`src/hw/cnl_pkg.sv`:
```
// cnl_pkg: shared constants and types of the canopen node block
// assumes a 200 MHz hclk and a 32-bit ahb-lite register bus
package cnl_pkg;
	// ====================================================
	// bus register offsets
	localparam logic [7:0] R_TTYPE  = 8'h00; // tpdo transmission type
	localparam logic [7:0] R_EVT    = 8'h04; // tpdo event timer, ms
	localparam logic [7:0] R_SERIAL = 8'h08; // serial number
	localparam logic [7:0] R_ST0    = 8'h0C; // status word zero
	localparam logic [7:0] R_ST1    = 8'h10; // status word one
	localparam logic [7:0] R_QUES   = 8'h14; // questionable status
	localparam logic [7:0] R_MCUR   = 8'h18; // measured current
	localparam logic [7:0] R_MVOLT  = 8'h1C; // measured voltage
	localparam logic [7:0] R_MPWR   = 8'h20; // measured power
	localparam logic [7:0] R_INFO   = 8'h24; // node state, read only
	// info register field positions
	localparam int F_NMT = 0;
	localparam int F_CFG = 2;
	localparam int F_BT  = 4;
	localparam int F_ID  = 8;
	// ====================================================
	// node defaults and limits
	localparam logic [6:0] DEF_ID   = 7'h70;
	localparam logic [3:0] DEF_BT   = 4'h8;
	localparam logic [3:0] BT_MAX   = 4'h8;
	localparam logic [7:0] ID_MIN   = 8'h01;
	localparam logic [7:0] ID_MAX   = 8'h7F;
	localparam logic [7:0] TT_SYNC  = 8'h01;
	localparam logic [7:0] TT_EVENT = 8'hFF;
	// timing
	localparam int CLK_NS = 5;
	localparam int MS_NS  = 1000000;
	localparam int MS_CYC = MS_NS / CLK_NS;
	// ====================================================
	// dictionary areas
	localparam logic [15:0] A_TYP_LO = 16'h0001;
	localparam logic [15:0] A_TYP_HI = 16'h025F;
	localparam logic [15:0] A_COM_LO = 16'h1000;
	localparam logic [15:0] A_MFR_LO = 16'h2000;
	localparam logic [15:0] A_DEV_LO = 16'h6000;
	localparam logic [15:0] A_IFC_LO = 16'hA000;
	localparam logic [15:0] A_RSV_LO = 16'hC000;
	// fixed objects
	localparam logic [15:0] X_NONE  = 16'h0000;
	localparam logic [15:0] X_QUES  = 16'h200B;
	localparam logic [15:0] X_STAT  = 16'h200D;
	localparam logic [15:0] X_MCUR  = 16'h2101;
	localparam logic [15:0] X_MVOLT = 16'h2102;
	localparam logic [15:0] X_MPWR  = 16'h2103;
	localparam logic [15:0] X_TPC   = 16'h1800;
	localparam logic [7:0]  SUB_ST0 = 8'h01;
	localparam logic [7:0]  SUB_ST1 = 8'h02;
	localparam logic [7:0]  SUB_TT  = 8'h02;
	localparam logic [7:0]  SUB_EVT = 8'h05;
	// ====================================================
	// stored objects: slot i is written at W_IDX[i], read at R_IDX[i]; slot S_FACT only triggers a reload and has no read index
	localparam int OBJ_N  = 20;
	localparam int S_OUT  = 0;
	localparam int S_CUR  = 1;
	localparam int S_LOCK = 15;
	localparam int S_FACT = 19;
	localparam logic [15:0] W_IDX [OBJ_N] = '{16'h200F, 16'h2201, 16'h2203, 16'h2205,
		16'h2301, 16'h2303, 16'h2305, 16'h2307, 16'h2401, 16'h2403, 16'h2405, 16'h2409,
		16'h240B, 16'h240D, 16'h2503, 16'h2703, 16'h2706, 16'h2708, 16'h270A, 16'h2701};
	localparam logic [15:0] R_IDX [OBJ_N] = '{16'h2010, 16'h2202, 16'h2204, 16'h2206,
		16'h2302, 16'h2304, 16'h2306, 16'h2308, 16'h2402, 16'h2404, 16'h2406, 16'h240A,
		16'h240C, 16'h240E, 16'h2504, 16'h2702, 16'h2707, 16'h2709, 16'h270B, 16'h0000};
	// ====================================================
	// types
	typedef enum logic [1:0] {N_INIT, N_PREOP, N_OPER, N_STOP} cnl_nmt_t;
	typedef enum logic [2:0] {L_SW_GLOBAL, L_SW_SEL, L_CFG_ID, L_CFG_BIT, L_STORE} cnl_lss_t;
	typedef enum logic [2:0] {AR_RSV, AR_TYP, AR_COM, AR_MFR, AR_DEV, AR_IFC} cnl_area_t;
	localparam logic [1:0] NC_START = 2'h0;
	localparam logic [1:0] NC_STOP  = 2'h1;
	localparam logic [1:0] NC_PREOP = 2'h2;
	localparam logic [1:0] NC_RESET = 2'h3;
endpackage

```
`src/hw/cnl_node.sv`:
```
// cnl_node: canopen slave node logic, lss, sdo dictionary and tpdo timing
// assumes decoded can frames arrive as one-cycle strobes on hclk
`timescale 1ns/1ps
module cnl_node #(
	parameter logic [31:0] VENDOR_ID    = 32'h0000_0A01, // arbitrary value
	parameter logic [31:0] PRODUCT_CODE = 32'h0000_0B02, // arbitrary value
	parameter logic [31:0] REVISION     = 32'h0000_0C03, // arbitrary value
	parameter int          MS_CYCLES    = cnl_pkg::MS_CYC
) (
	input  wire logic              hclk,
	input  wire logic              hresetn,
	input  wire logic              hsel,
	input  wire logic [31:0]       haddr,
	input  wire logic [1:0]        htrans,
	input  wire logic              hwrite,
	input  wire logic [2:0]        hsize,
	input  wire logic [31:0]       hwdata,
	input  wire logic              hready,
	output logic                   hreadyout,
	output logic                   hresp,
	output logic [31:0]            hrdata,
	input  wire logic              nmt_valid,
	input  wire logic [1:0]        nmt_cmd,
	input  wire logic              lss_valid,
	input  wire cnl_pkg::cnl_lss_t lss_cmd,
	input  wire logic [7:0]        lss_arg,
	input  wire logic [31:0]       lss_vendor,
	input  wire logic [31:0]       lss_product,
	input  wire logic [31:0]       lss_revision,
	input  wire logic [31:0]       lss_serial,
	input  wire logic              sdo_valid,
	input  wire logic              sdo_write,
	input  wire logic [15:0]       sdo_index,
	input  wire logic [7:0]        sdo_sub,
	input  wire logic [31:0]       sdo_wdata,
	input  wire logic              sync_pulse,
	input  wire logic              event_pulse,
	output logic                   sdo_resp_valid,
	output logic                   sdo_resp_abort,
	output logic [31:0]            sdo_rdata,
	output logic [2:0]             sdo_area,
	output logic                   lss_resp_valid,
	output logic                   lss_resp_err,
	output logic                   lss_config,
	output logic [1:0]             nmt_state,
	output logic [6:0]             node_id,
	output logic [3:0]             bit_timing,
	output logic [9:0]             bit_rate_kbps,
	output logic                   store_pulse,
	output logic                   factory_reload,
	output logic                   tpdo_send,
	output logic                   output_on
);
	import cnl_pkg::*;

	localparam int TW = $clog2(MS_CYCLES + 1);

	// ====================================================
	// state of the whole node
	typedef struct packed {
		cnl_nmt_t                nmt;
		logic                    cfg;
		logic [6:0]              id;
		logic [6:0]              pid;
		logic [6:0]              nid;
		logic [3:0]              bt;
		logic [3:0]              pbt;
		logic [3:0]              nbt;
		logic [9:0]              kbps;
		logic [7:0]              ttype;
		logic [15:0]             evt;
		logic [31:0]             serial;
		logic [31:0]             st0;
		logic [31:0]             st1;
		logic [31:0]             ques;
		logic [31:0]             mcur;
		logic [31:0]             mvolt;
		logic [31:0]             mpwr;
		logic [OBJ_N-1:0][31:0]  obj;
		logic [TW-1:0]           tick;
		logic [15:0]             ms;
		logic                    dph;
		logic                    dwr;
		logic [7:0]              daddr;
		logic                    rdy;
		logic [31:0]             hrd;
		logic                    rv;
		logic                    ra;
		logic [31:0]             rd;
		cnl_area_t               area;
		logic                    lv;
		logic                    le;
		logic                    stp;
		logic                    frl;
		logic                    tx;
	} cnl_st_t;

	cnl_st_t s;
	cnl_st_t next_s;

	// ====================================================
	// helpers
	// bit timing index to data rate
	function automatic logic [9:0] kbps_of(input logic [3:0] b);
		case (b)
			4'h8:    kbps_of = 10'h00A; // 10 kbit/s
			4'h7:    kbps_of = 10'h014; // 20
			4'h6:    kbps_of = 10'h032; // 50
			4'h5:    kbps_of = 10'h064; // 100
			4'h4:    kbps_of = 10'h07D; // 125
			4'h3:    kbps_of = 10'h0FA; // 250
			4'h2:    kbps_of = 10'h1F4; // 500
			4'h1:    kbps_of = 10'h320; // 800
			4'h0:    kbps_of = 10'h3E8; // 1000
			default: kbps_of = 10'h000;
		endcase
	endfunction

	// dictionary area of an index
	function automatic cnl_area_t area_of(input logic [15:0] x);
		if (x >= A_RSV_LO)
			area_of = AR_RSV;
		else if (x >= A_IFC_LO)
			area_of = AR_IFC;
		else if (x >= A_DEV_LO)
			area_of = AR_DEV;
		else if (x >= A_MFR_LO)
			area_of = AR_MFR;
		else if (x >= A_COM_LO)
			area_of = AR_COM;
		else if (x > A_TYP_HI)
			area_of = AR_RSV;
		else if (x >= A_TYP_LO)
			area_of = AR_TYP;
		else
			area_of = AR_RSV;
	endfunction

	// {hit, slot} of an index in an object table
	function automatic logic [5:0] slot_of(input logic [15:0] x, input logic [15:0] t [OBJ_N]);
		logic [5:0] f;
		f = '0;
		for (int i = 0; i < OBJ_N; i++) begin
			if (x != X_NONE && x == t[i])
				f = {1'b1, 5'(i)};
		end
		return f;
	endfunction

	// ====================================================
	// next state
	always_comb begin
		logic       ms_tick;
		logic       sdo_ok;
		logic       tx_ok;
		logic       lock;
		logic [5:0] ws;
		logic [5:0] rs;
		logic [31:0] rdv;
		ms_tick = 1'b0;
		sdo_ok = 1'b0;
		tx_ok = 1'b0;
		lock = 1'b0;
		ws = '0;
		rs = '0;
		rdv = '0;
		next_s = s;
		next_s.rv = 1'b0;
		next_s.ra = 1'b0; // abort flag lives only with its answer
		next_s.lv = 1'b0;
		next_s.le = 1'b0;
		next_s.stp = 1'b0;
		next_s.frl = 1'b0;
		next_s.tx = 1'b0;
		next_s.rdy = 1'b1;

		// network state; lss state never alters it
		if (s.nmt == N_INIT)
			next_s.nmt = N_PREOP; // boot-up finishes in one cycle
		if (nmt_valid) begin
			case (nmt_cmd)
				NC_START: next_s.nmt = N_OPER;
				NC_STOP:  next_s.nmt = N_STOP;
				NC_PREOP: next_s.nmt = N_PREOP;
				default:  next_s.nmt = N_INIT;
			endcase
		end

		// layer setting services
		if (lss_valid) begin
			case (lss_cmd)
				L_SW_GLOBAL: begin
					next_s.cfg = lss_arg[0];
					if (!lss_arg[0]) begin // back to waiting, pending values go live
						next_s.id = s.pid;
						next_s.bt = s.pbt;
					end
				end
				L_SW_SEL: begin
					if (lss_vendor == VENDOR_ID && lss_product == PRODUCT_CODE &&
						lss_revision == REVISION && lss_serial == s.serial)
						next_s.cfg = 1'b1;
				end
				L_CFG_ID: begin
					if (s.cfg) begin
						next_s.lv = 1'b1;
						if (lss_arg >= ID_MIN && lss_arg <= ID_MAX)
							next_s.pid = lss_arg[6:0];
						else
							next_s.le = 1'b1;
					end
				end
				L_CFG_BIT: begin
					if (s.cfg) begin
						next_s.lv = 1'b1;
						if (lss_arg[7:4] == 4'h0 && lss_arg[3:0] <= BT_MAX)
							next_s.pbt = lss_arg[3:0];
						else
							next_s.le = 1'b1;
					end
				end
				L_STORE: begin
					if (s.cfg) begin // persist pending settings
						next_s.lv = 1'b1;
						next_s.nid = s.pid;
						next_s.nbt = s.pbt;
						next_s.stp = 1'b1;
					end
				end
				default: next_s.le = 1'b0;
			endcase
		end

		// bus write data phase
		if (s.dph && s.dwr) begin
			case (s.daddr)
				R_TTYPE:  next_s.ttype = hwdata[7:0];
				R_EVT:    next_s.evt = hwdata[15:0];
				R_SERIAL: next_s.serial = hwdata;
				R_ST0:    next_s.st0 = hwdata;
				R_ST1:    next_s.st1 = hwdata;
				R_QUES:   next_s.ques = hwdata;
				R_MCUR:   next_s.mcur = hwdata;
				R_MVOLT:  next_s.mvolt = hwdata;
				R_MPWR:   next_s.mpwr = hwdata;
				default:  next_s.dph = 1'b0;
			endcase
		end

		// bus address phase; read data is ready for the data phase
		case (haddr[7:0])
			R_TTYPE:  rdv = {24'h000000, s.ttype};
			R_EVT:    rdv = {16'h0000, s.evt};
			R_SERIAL: rdv = s.serial;
			R_ST0:    rdv = s.st0;
			R_ST1:    rdv = s.st1;
			R_QUES:   rdv = s.ques;
			R_MCUR:   rdv = s.mcur;
			R_MVOLT:  rdv = s.mvolt;
			R_MPWR:   rdv = s.mpwr;
			R_INFO: begin
				rdv[F_NMT +: 2] = s.nmt;
				rdv[F_CFG] = s.cfg;
				rdv[F_BT +: 4] = s.bt;
				rdv[F_ID +: 7] = s.id;
			end
			default:  rdv = '0;
		endcase
		next_s.dph = hsel && hready && htrans[1];
		next_s.dwr = hwrite;
		next_s.daddr = haddr[7:0];
		next_s.hrd = (hsel && hready && htrans[1] && !hwrite) ? rdv : '0;

		// service object access
		sdo_ok = (s.nmt == N_PREOP) || (s.nmt == N_OPER);
		lock = s.obj[S_LOCK][0];
		ws = slot_of(sdo_index, W_IDX);
		rs = slot_of(sdo_index, R_IDX);
		if (sdo_valid && sdo_ok) begin
			next_s.rv = 1'b1;
			next_s.ra = 1'b1; // abort unless an object claims it
			next_s.rd = '0;
			next_s.area = area_of(sdo_index);
			if (sdo_write) begin
				if (ws[5] && lock && int'(ws[4:0]) != S_LOCK)
					next_s.ra = 1'b1;
				else if (ws[5] && int'(ws[4:0]) == S_FACT) begin
					next_s.obj = '0;
					next_s.nid = DEF_ID;
					next_s.nbt = DEF_BT;
					next_s.frl = 1'b1;
					next_s.ra = 1'b0;
				end else if (ws[5]) begin
					next_s.obj[ws[4:0]] = sdo_wdata;
					next_s.ra = 1'b0;
				end else if (sdo_index == X_TPC && !lock) begin
					if (sdo_sub == SUB_TT) begin
						next_s.ttype = sdo_wdata[7:0];
						next_s.ra = 1'b0;
					end else if (sdo_sub == SUB_EVT) begin
						next_s.evt = sdo_wdata[15:0];
						next_s.ra = 1'b0;
					end
				end
			end else if (rs[5]) begin
				next_s.rd = s.obj[rs[4:0]];
				next_s.ra = 1'b0;
			end else begin
				next_s.ra = 1'b0;
				case (sdo_index)
					X_QUES:  next_s.rd = s.ques;
					X_MCUR:  next_s.rd = s.mcur;
					X_MVOLT: next_s.rd = s.mvolt;
					X_MPWR:  next_s.rd = s.mpwr;
					X_STAT: begin
						if (sdo_sub == SUB_ST0)
							next_s.rd = s.st0;
						else if (sdo_sub == SUB_ST1)
							next_s.rd = s.st1;
						else
							next_s.ra = 1'b1;
					end
					X_TPC: begin
						if (sdo_sub == SUB_TT)
							next_s.rd = {24'h000000, s.ttype};
						else if (sdo_sub == SUB_EVT)
							next_s.rd = {16'h0000, s.evt};
						else
							next_s.ra = 1'b1;
					end
					default: next_s.ra = 1'b1;
				endcase
			end
		end

		// millisecond divider and transmit pdo timing
		if (s.tick == TW'(MS_CYCLES - 1)) begin
			next_s.tick = '0;
			ms_tick = 1'b1;
		end else
			next_s.tick = s.tick + TW'(1);
		tx_ok = (s.nmt == N_OPER);
		if (tx_ok && s.ttype == TT_SYNC && sync_pulse)
			next_s.tx = 1'b1;
		if (tx_ok && s.ttype == TT_EVENT) begin
			if (event_pulse)
				next_s.tx = 1'b1;
			else if (ms_tick && s.evt != 16'h0000 && 17'(s.ms) + 17'h00001 >= 17'(s.evt))
				next_s.tx = 1'b1;
		end
		if (next_s.tx)
			next_s.ms = '0;
		else if (ms_tick && s.ms != 16'hFFFF)
			next_s.ms = s.ms + 16'h0001;

		next_s.kbps = kbps_of(next_s.bt);
	end

	// ====================================================
	// state register; factory values after reset
	always_ff @(posedge hclk or negedge hresetn) begin
		if (!hresetn) begin
			s <= '0;
			s.id <= DEF_ID;
			s.pid <= DEF_ID;
			s.nid <= DEF_ID;
			s.bt <= DEF_BT;
			s.pbt <= DEF_BT;
			s.nbt <= DEF_BT;
			s.kbps <= 10'h00A;
			s.rdy <= 1'b1;
		end else begin
			s <= next_s;
		end
	end

	// outputs straight from the state register
	assign hreadyout = s.rdy;
	assign hresp = 1'b0 & s.rdy;
	assign hrdata = s.hrd;
	assign sdo_resp_valid = s.rv;
	assign sdo_resp_abort = s.ra;
	assign sdo_rdata = s.rd;
	assign sdo_area = s.area;
	assign lss_resp_valid = s.lv;
	assign lss_resp_err = s.le;
	assign lss_config = s.cfg;
	assign nmt_state = s.nmt;
	assign node_id = s.id;
	assign bit_timing = s.bt;
	assign bit_rate_kbps = s.kbps;
	assign store_pulse = s.stp;
	assign factory_reload = s.frl;
	assign tpdo_send = s.tx;
	assign output_on = s.obj[S_OUT][0];
endmodule

```
`config.mk`:
```
export PLATFORM = sky130hd
export DESIGN_NAME = cnl_node
export DESIGN_NICKNAME = d
export VERILOG_FILES = /design/src/hw/cnl_pkg.sv /design/src/hw/cnl_node.sv
export SDC_FILE = /design/constraint.sdc
export NUM_CORES = 2
export LEC_CHECK = 0
export BUFFER_PORTS_ARGS = -buffer_cell sky130_fd_sc_hd__buf_2
export CORE_MARGIN = 10
export CORE_UTILIZATION = 45
export DETAILED_ROUTE_END_ITERATION = 7
export PLACE_DENSITY = 0.71
export SLEW_MARGIN = 20
export SYNTH_ARGS = -nofsm -noshare
export SYNTH_HDL_FRONTEND = slang
export SYNTH_SLANG_ARGS = --single-unit
```
`constraint.sdc`:
```
create_clock -name hclk -period 3.89 [get_ports hclk]
set_input_delay 0.5835 -clock hclk [delete_from_list [all_inputs] [get_ports hclk]]
set_output_delay 0.5835 -clock hclk [all_outputs]
set_load 0.02 [all_outputs]
```
==> results.yml <==
run_status:
  status: "finished, final reports clean"
power_and_ir_drop:
  p_leak_uw: 0.02427
  power.density_mw_per_mm2: 397.7
  peakVddDrop_mv: 0.3765
sta:
  setup_viol: 0
  fin_skew_ns: 0.05224
  maxSlewHeadroom_pct: 22.98
  whs_ns: 0.02440
  min_period_ns: 3.592
  final.setup.tns_ns: 0
  clock.fmax_mhz: 278.4
  min_period_over_period_pct: 92.33
  slew_violations: 0
  worst_slew_pin_slew_ns: 1.155
  hold_viol: 0
  rsz0062_at_grt: "false"
floorplanning:
  coreArea_sq_mm: 0.1090
  chipHeight_microns: 351.6
  initial_core_util_pct: 45.39
  io_pins: 378
  fp-row-count: 121
  die_area_sq_mm: 0.1236
  die_w_microns: 351.6
final_layout:
  fin_area_sq_mm: 0.05695
  nFillCells: 9618
  syn2layout_area_growth_pct: 15.11
  final_common_cell: "dfrtp_1"
  fin_util_pct: 52.24
  final_cells: 6674
  final_cell_mix: "dfrtp_1, nand2_1, o21ai_0"
  drive_gt1_share_pct: 20.72
  nets: 5476
synth:
  synth_top_cell_area_share_pct: 52.10
  synth_cells: 4958
  seq_area_frac_synth_pct: 52.63
  syn_area_per_cell_sq_um: 9.978
  yosys_most_used_dff: "dfrtp_1"
  yosys.area.top_type: "dfrtp_1"
  synth-edff-count: 0
  ys_warn_count: 0
  synthArstFlopShare_pct: 100.0
  ys_ff_latch: 1040
  syn-num-nets: 5260
  ys_types: 92
  synthTopCellsByArea: "dfrtp_1, nand2_1, o21ai_0, mux2_2, mux2i_1"
  syn_area_sq_mm: 0.04947
setup_path:
  path_max_fanout: 9
  path_common_cell: "nor2_1"
  cp.arrival_ns: 4.14
  cpPeakStageDelay_ns: 0.43
  worst-r2r-cell-count: 17
  end_kind: "flop"
  start_kind: "flop"
  critPathKind: "reg -> reg"
  critPathRequiredTime_ns: 4.44
  worstPathCellList: "ha_1 > nand3_1 > or2_2 > nor2_1 > and3_1 > xor2_1 > ha_1 > nand4_1 > nor2_1 > nand3_1 > nand2_1 > a31o_2 > nor2_1 > and3_1 > o21ai_2 > buf_4 > nor2_1"
  slowest_stage: "dfrtp_1"
route:
  drt_first_pass_iters: 7
  route.vias.total: 42500
  routed_wl_microns: 178400
  viasPerCell: 6.367
  drtIter0Drc: 5258
  ant_nets: 0
  drc_errors: 0
  wl_per_cell_microns: 26.73
clock_tree:
  path_clk_slew_ns: 0.06
  numCtsBuffers: 105
  insertion_delay_ns: 0.71
  clockBufferDepth: 3
  cts-root-buf: "clkbuf_16"
  htree_levels: 3
  cts_sinks: 1040
  cts_tree: "done"
worst_hold_path:
  worstHoldPathType: "in -> reg"
  hold_depth: 1
placed_design:
  place_hpwl_microns: 114700
  dp_cells: 6477
  io_buffers: 347
  placed_area_sq_mm: 0.05339
  gp_congestion: 0.9825
global_route:
  antenna_found_initial: 17
  grt_pass1_vias: 41400
  grt_pass1_wl_microns: 264200
  grt_remaining_overflow: 0
  grt_max_degree: 118
  grt_usage_pct: 27.93
flow_run:
  max-cap-violations: 0
-- synth_stat cells (7+ instances only) --
cell and number:
a2111oi_0 17, o21ai_1 59, buf_1 20, nor2b_1 12
a22oi_1 105, dfrtp_1 1030, nand2_1 975, mux2i_1 163
a21o_1 13, buf_4 114, mux2_2 243, nor4b_1 9
buf_2 101, o22ai_1 37, a21oi_1 157, nor3_1 21
buf_6 7, a221oi_1 39, o21ai_0 557, a41oi_1 16
o211ai_1 34, nor2_1 126, nand3b_1 7, or3_1 8
ha_1 25, nand4_1 33, a32o_1 12, clkbuf_1 234
nor3b_1 8, nor4_1 36, a32oi_1 33, and3_1 20
nand3_1 174, a222oi_1 32, a31oi_1 74, nand2b_1 14
a22o_1 98, xnor2_1 42, and2_1 48, dfstp_2 10
a2111oi_2 18, xor2_1 32, inv_1 35, o2111ai_1 13
-- path summary, 6_finish.rpt --
| check | from | slack [ns] | to |
|---|---|---|---|
| max | s[85] | 0.30 | s[94] |
| min | haddr[6] | 0.02 | s[81] |
| max reg2reg | s[85] | 0.30 | s[94] |
| min reg2reg | s[101] | 0.48 | s[101] |
| max in group asynchronous | hresetn | 2.26 | s[112] |
| min in group asynchronous | hresetn | 0.46 | s[879] |
-- where the power goes --
| group | switching [uW] | leakage, uW | internal [uW] |
|---|---|---|---|
| Clock | 4390 | 0.00172 | 5990 |
| Sequential | 153 | 0.0140 | 11000 |
| Combinational | 756 | 0.00856 | 359 |
| Total | 5300 | 0.0243 | 17300 |
-- layout make-up --
type	count	area [sq um]	share of cell area, %
multi-input cells	3406	21190	37.20
diodes	8	20.02	0.03515
clock inverters	38	509.2	0.8942
clock buffers	147	2978	5.229
flip-flops and latches	1040	26040	45.72
well taps	1414	1769	3.107
inverters	35	131.4	0.2307
repair buffers	586	4314	7.576
-- through the flow --
step | worst slack, ns | power, uW
2_1_floorplan | 0.5095 | 11770
3_3_place_gp | 0.004731 | 12420
3_5_place_dp | 0.01669 | 12440
4_1_cts | 0.1159 | 22700
5_1_grt | 0.004746 | 23270
6_report | 0.2984 | 22650
-- flip-flops by register name (all words and copies together), names as in the netlist, 2 cells and up --
signal         flops
bit_rate_kbps     10
bit_timing         4
hrdata            32
nmt_state          2
node_id            7
s                941
sdo_area           3
sdo_rdata         32
-- kinds of logic (layout without fill, tap and decap cells) --
kind of cell	Yosys count	in the layout	synth area share (%)
adder cells (fa/ha/maj)	25	25	0.6323
XOR/XNOR	74	74	1.310
flip-flops	1040	1040	52.63
other	2	10	0.01518
multiplexers	406	406	8.829
buffers and inverters	512	806	5.114
AND/OR/NAND/NOR	1539	1539	13.79
AO/OA/AOI/OAI	1360	1360	17.68
-- timing repair --
action | 4_1_cts | 5_1_grt
hold buffers | 4 | 0
endpoints found under the setup margin | 0 | 10
buffers inserted | 0 | 0
resized for setup | 0 | 1
hold endpoints to repair | 47 | 0
-- worst max-delay path: cells and delay by family, from the launching register on --
| kind | cells | cell delay (ns) |
|---|---|---|
| XOR/XNOR | 1 | 0.10 |
| AO/OA/AOI/OAI | 2 | 0.47 |
| AND/OR/NAND/NOR | 11 | 1.66 |
| buffers and inverters | 1 | 0.25 |
| adder cells (fa/ha/maj) | 2 | 0.52 |
| flip-flops | 1 | 0.43 |
-- layer usage --
layer / GRT usage [%] / vias up / part of all wire [%]
met5: 0 / - / 0.082
met4: 14.78 / 18 / 5.5
met3: 7.317 / 617 / 12
met2: 44.62 / 2767 / 46
met1: 34.58 / 20990 / 37
li1: - / 18100 / -
No activity file was read; power rests on OpenSTA's default activity.
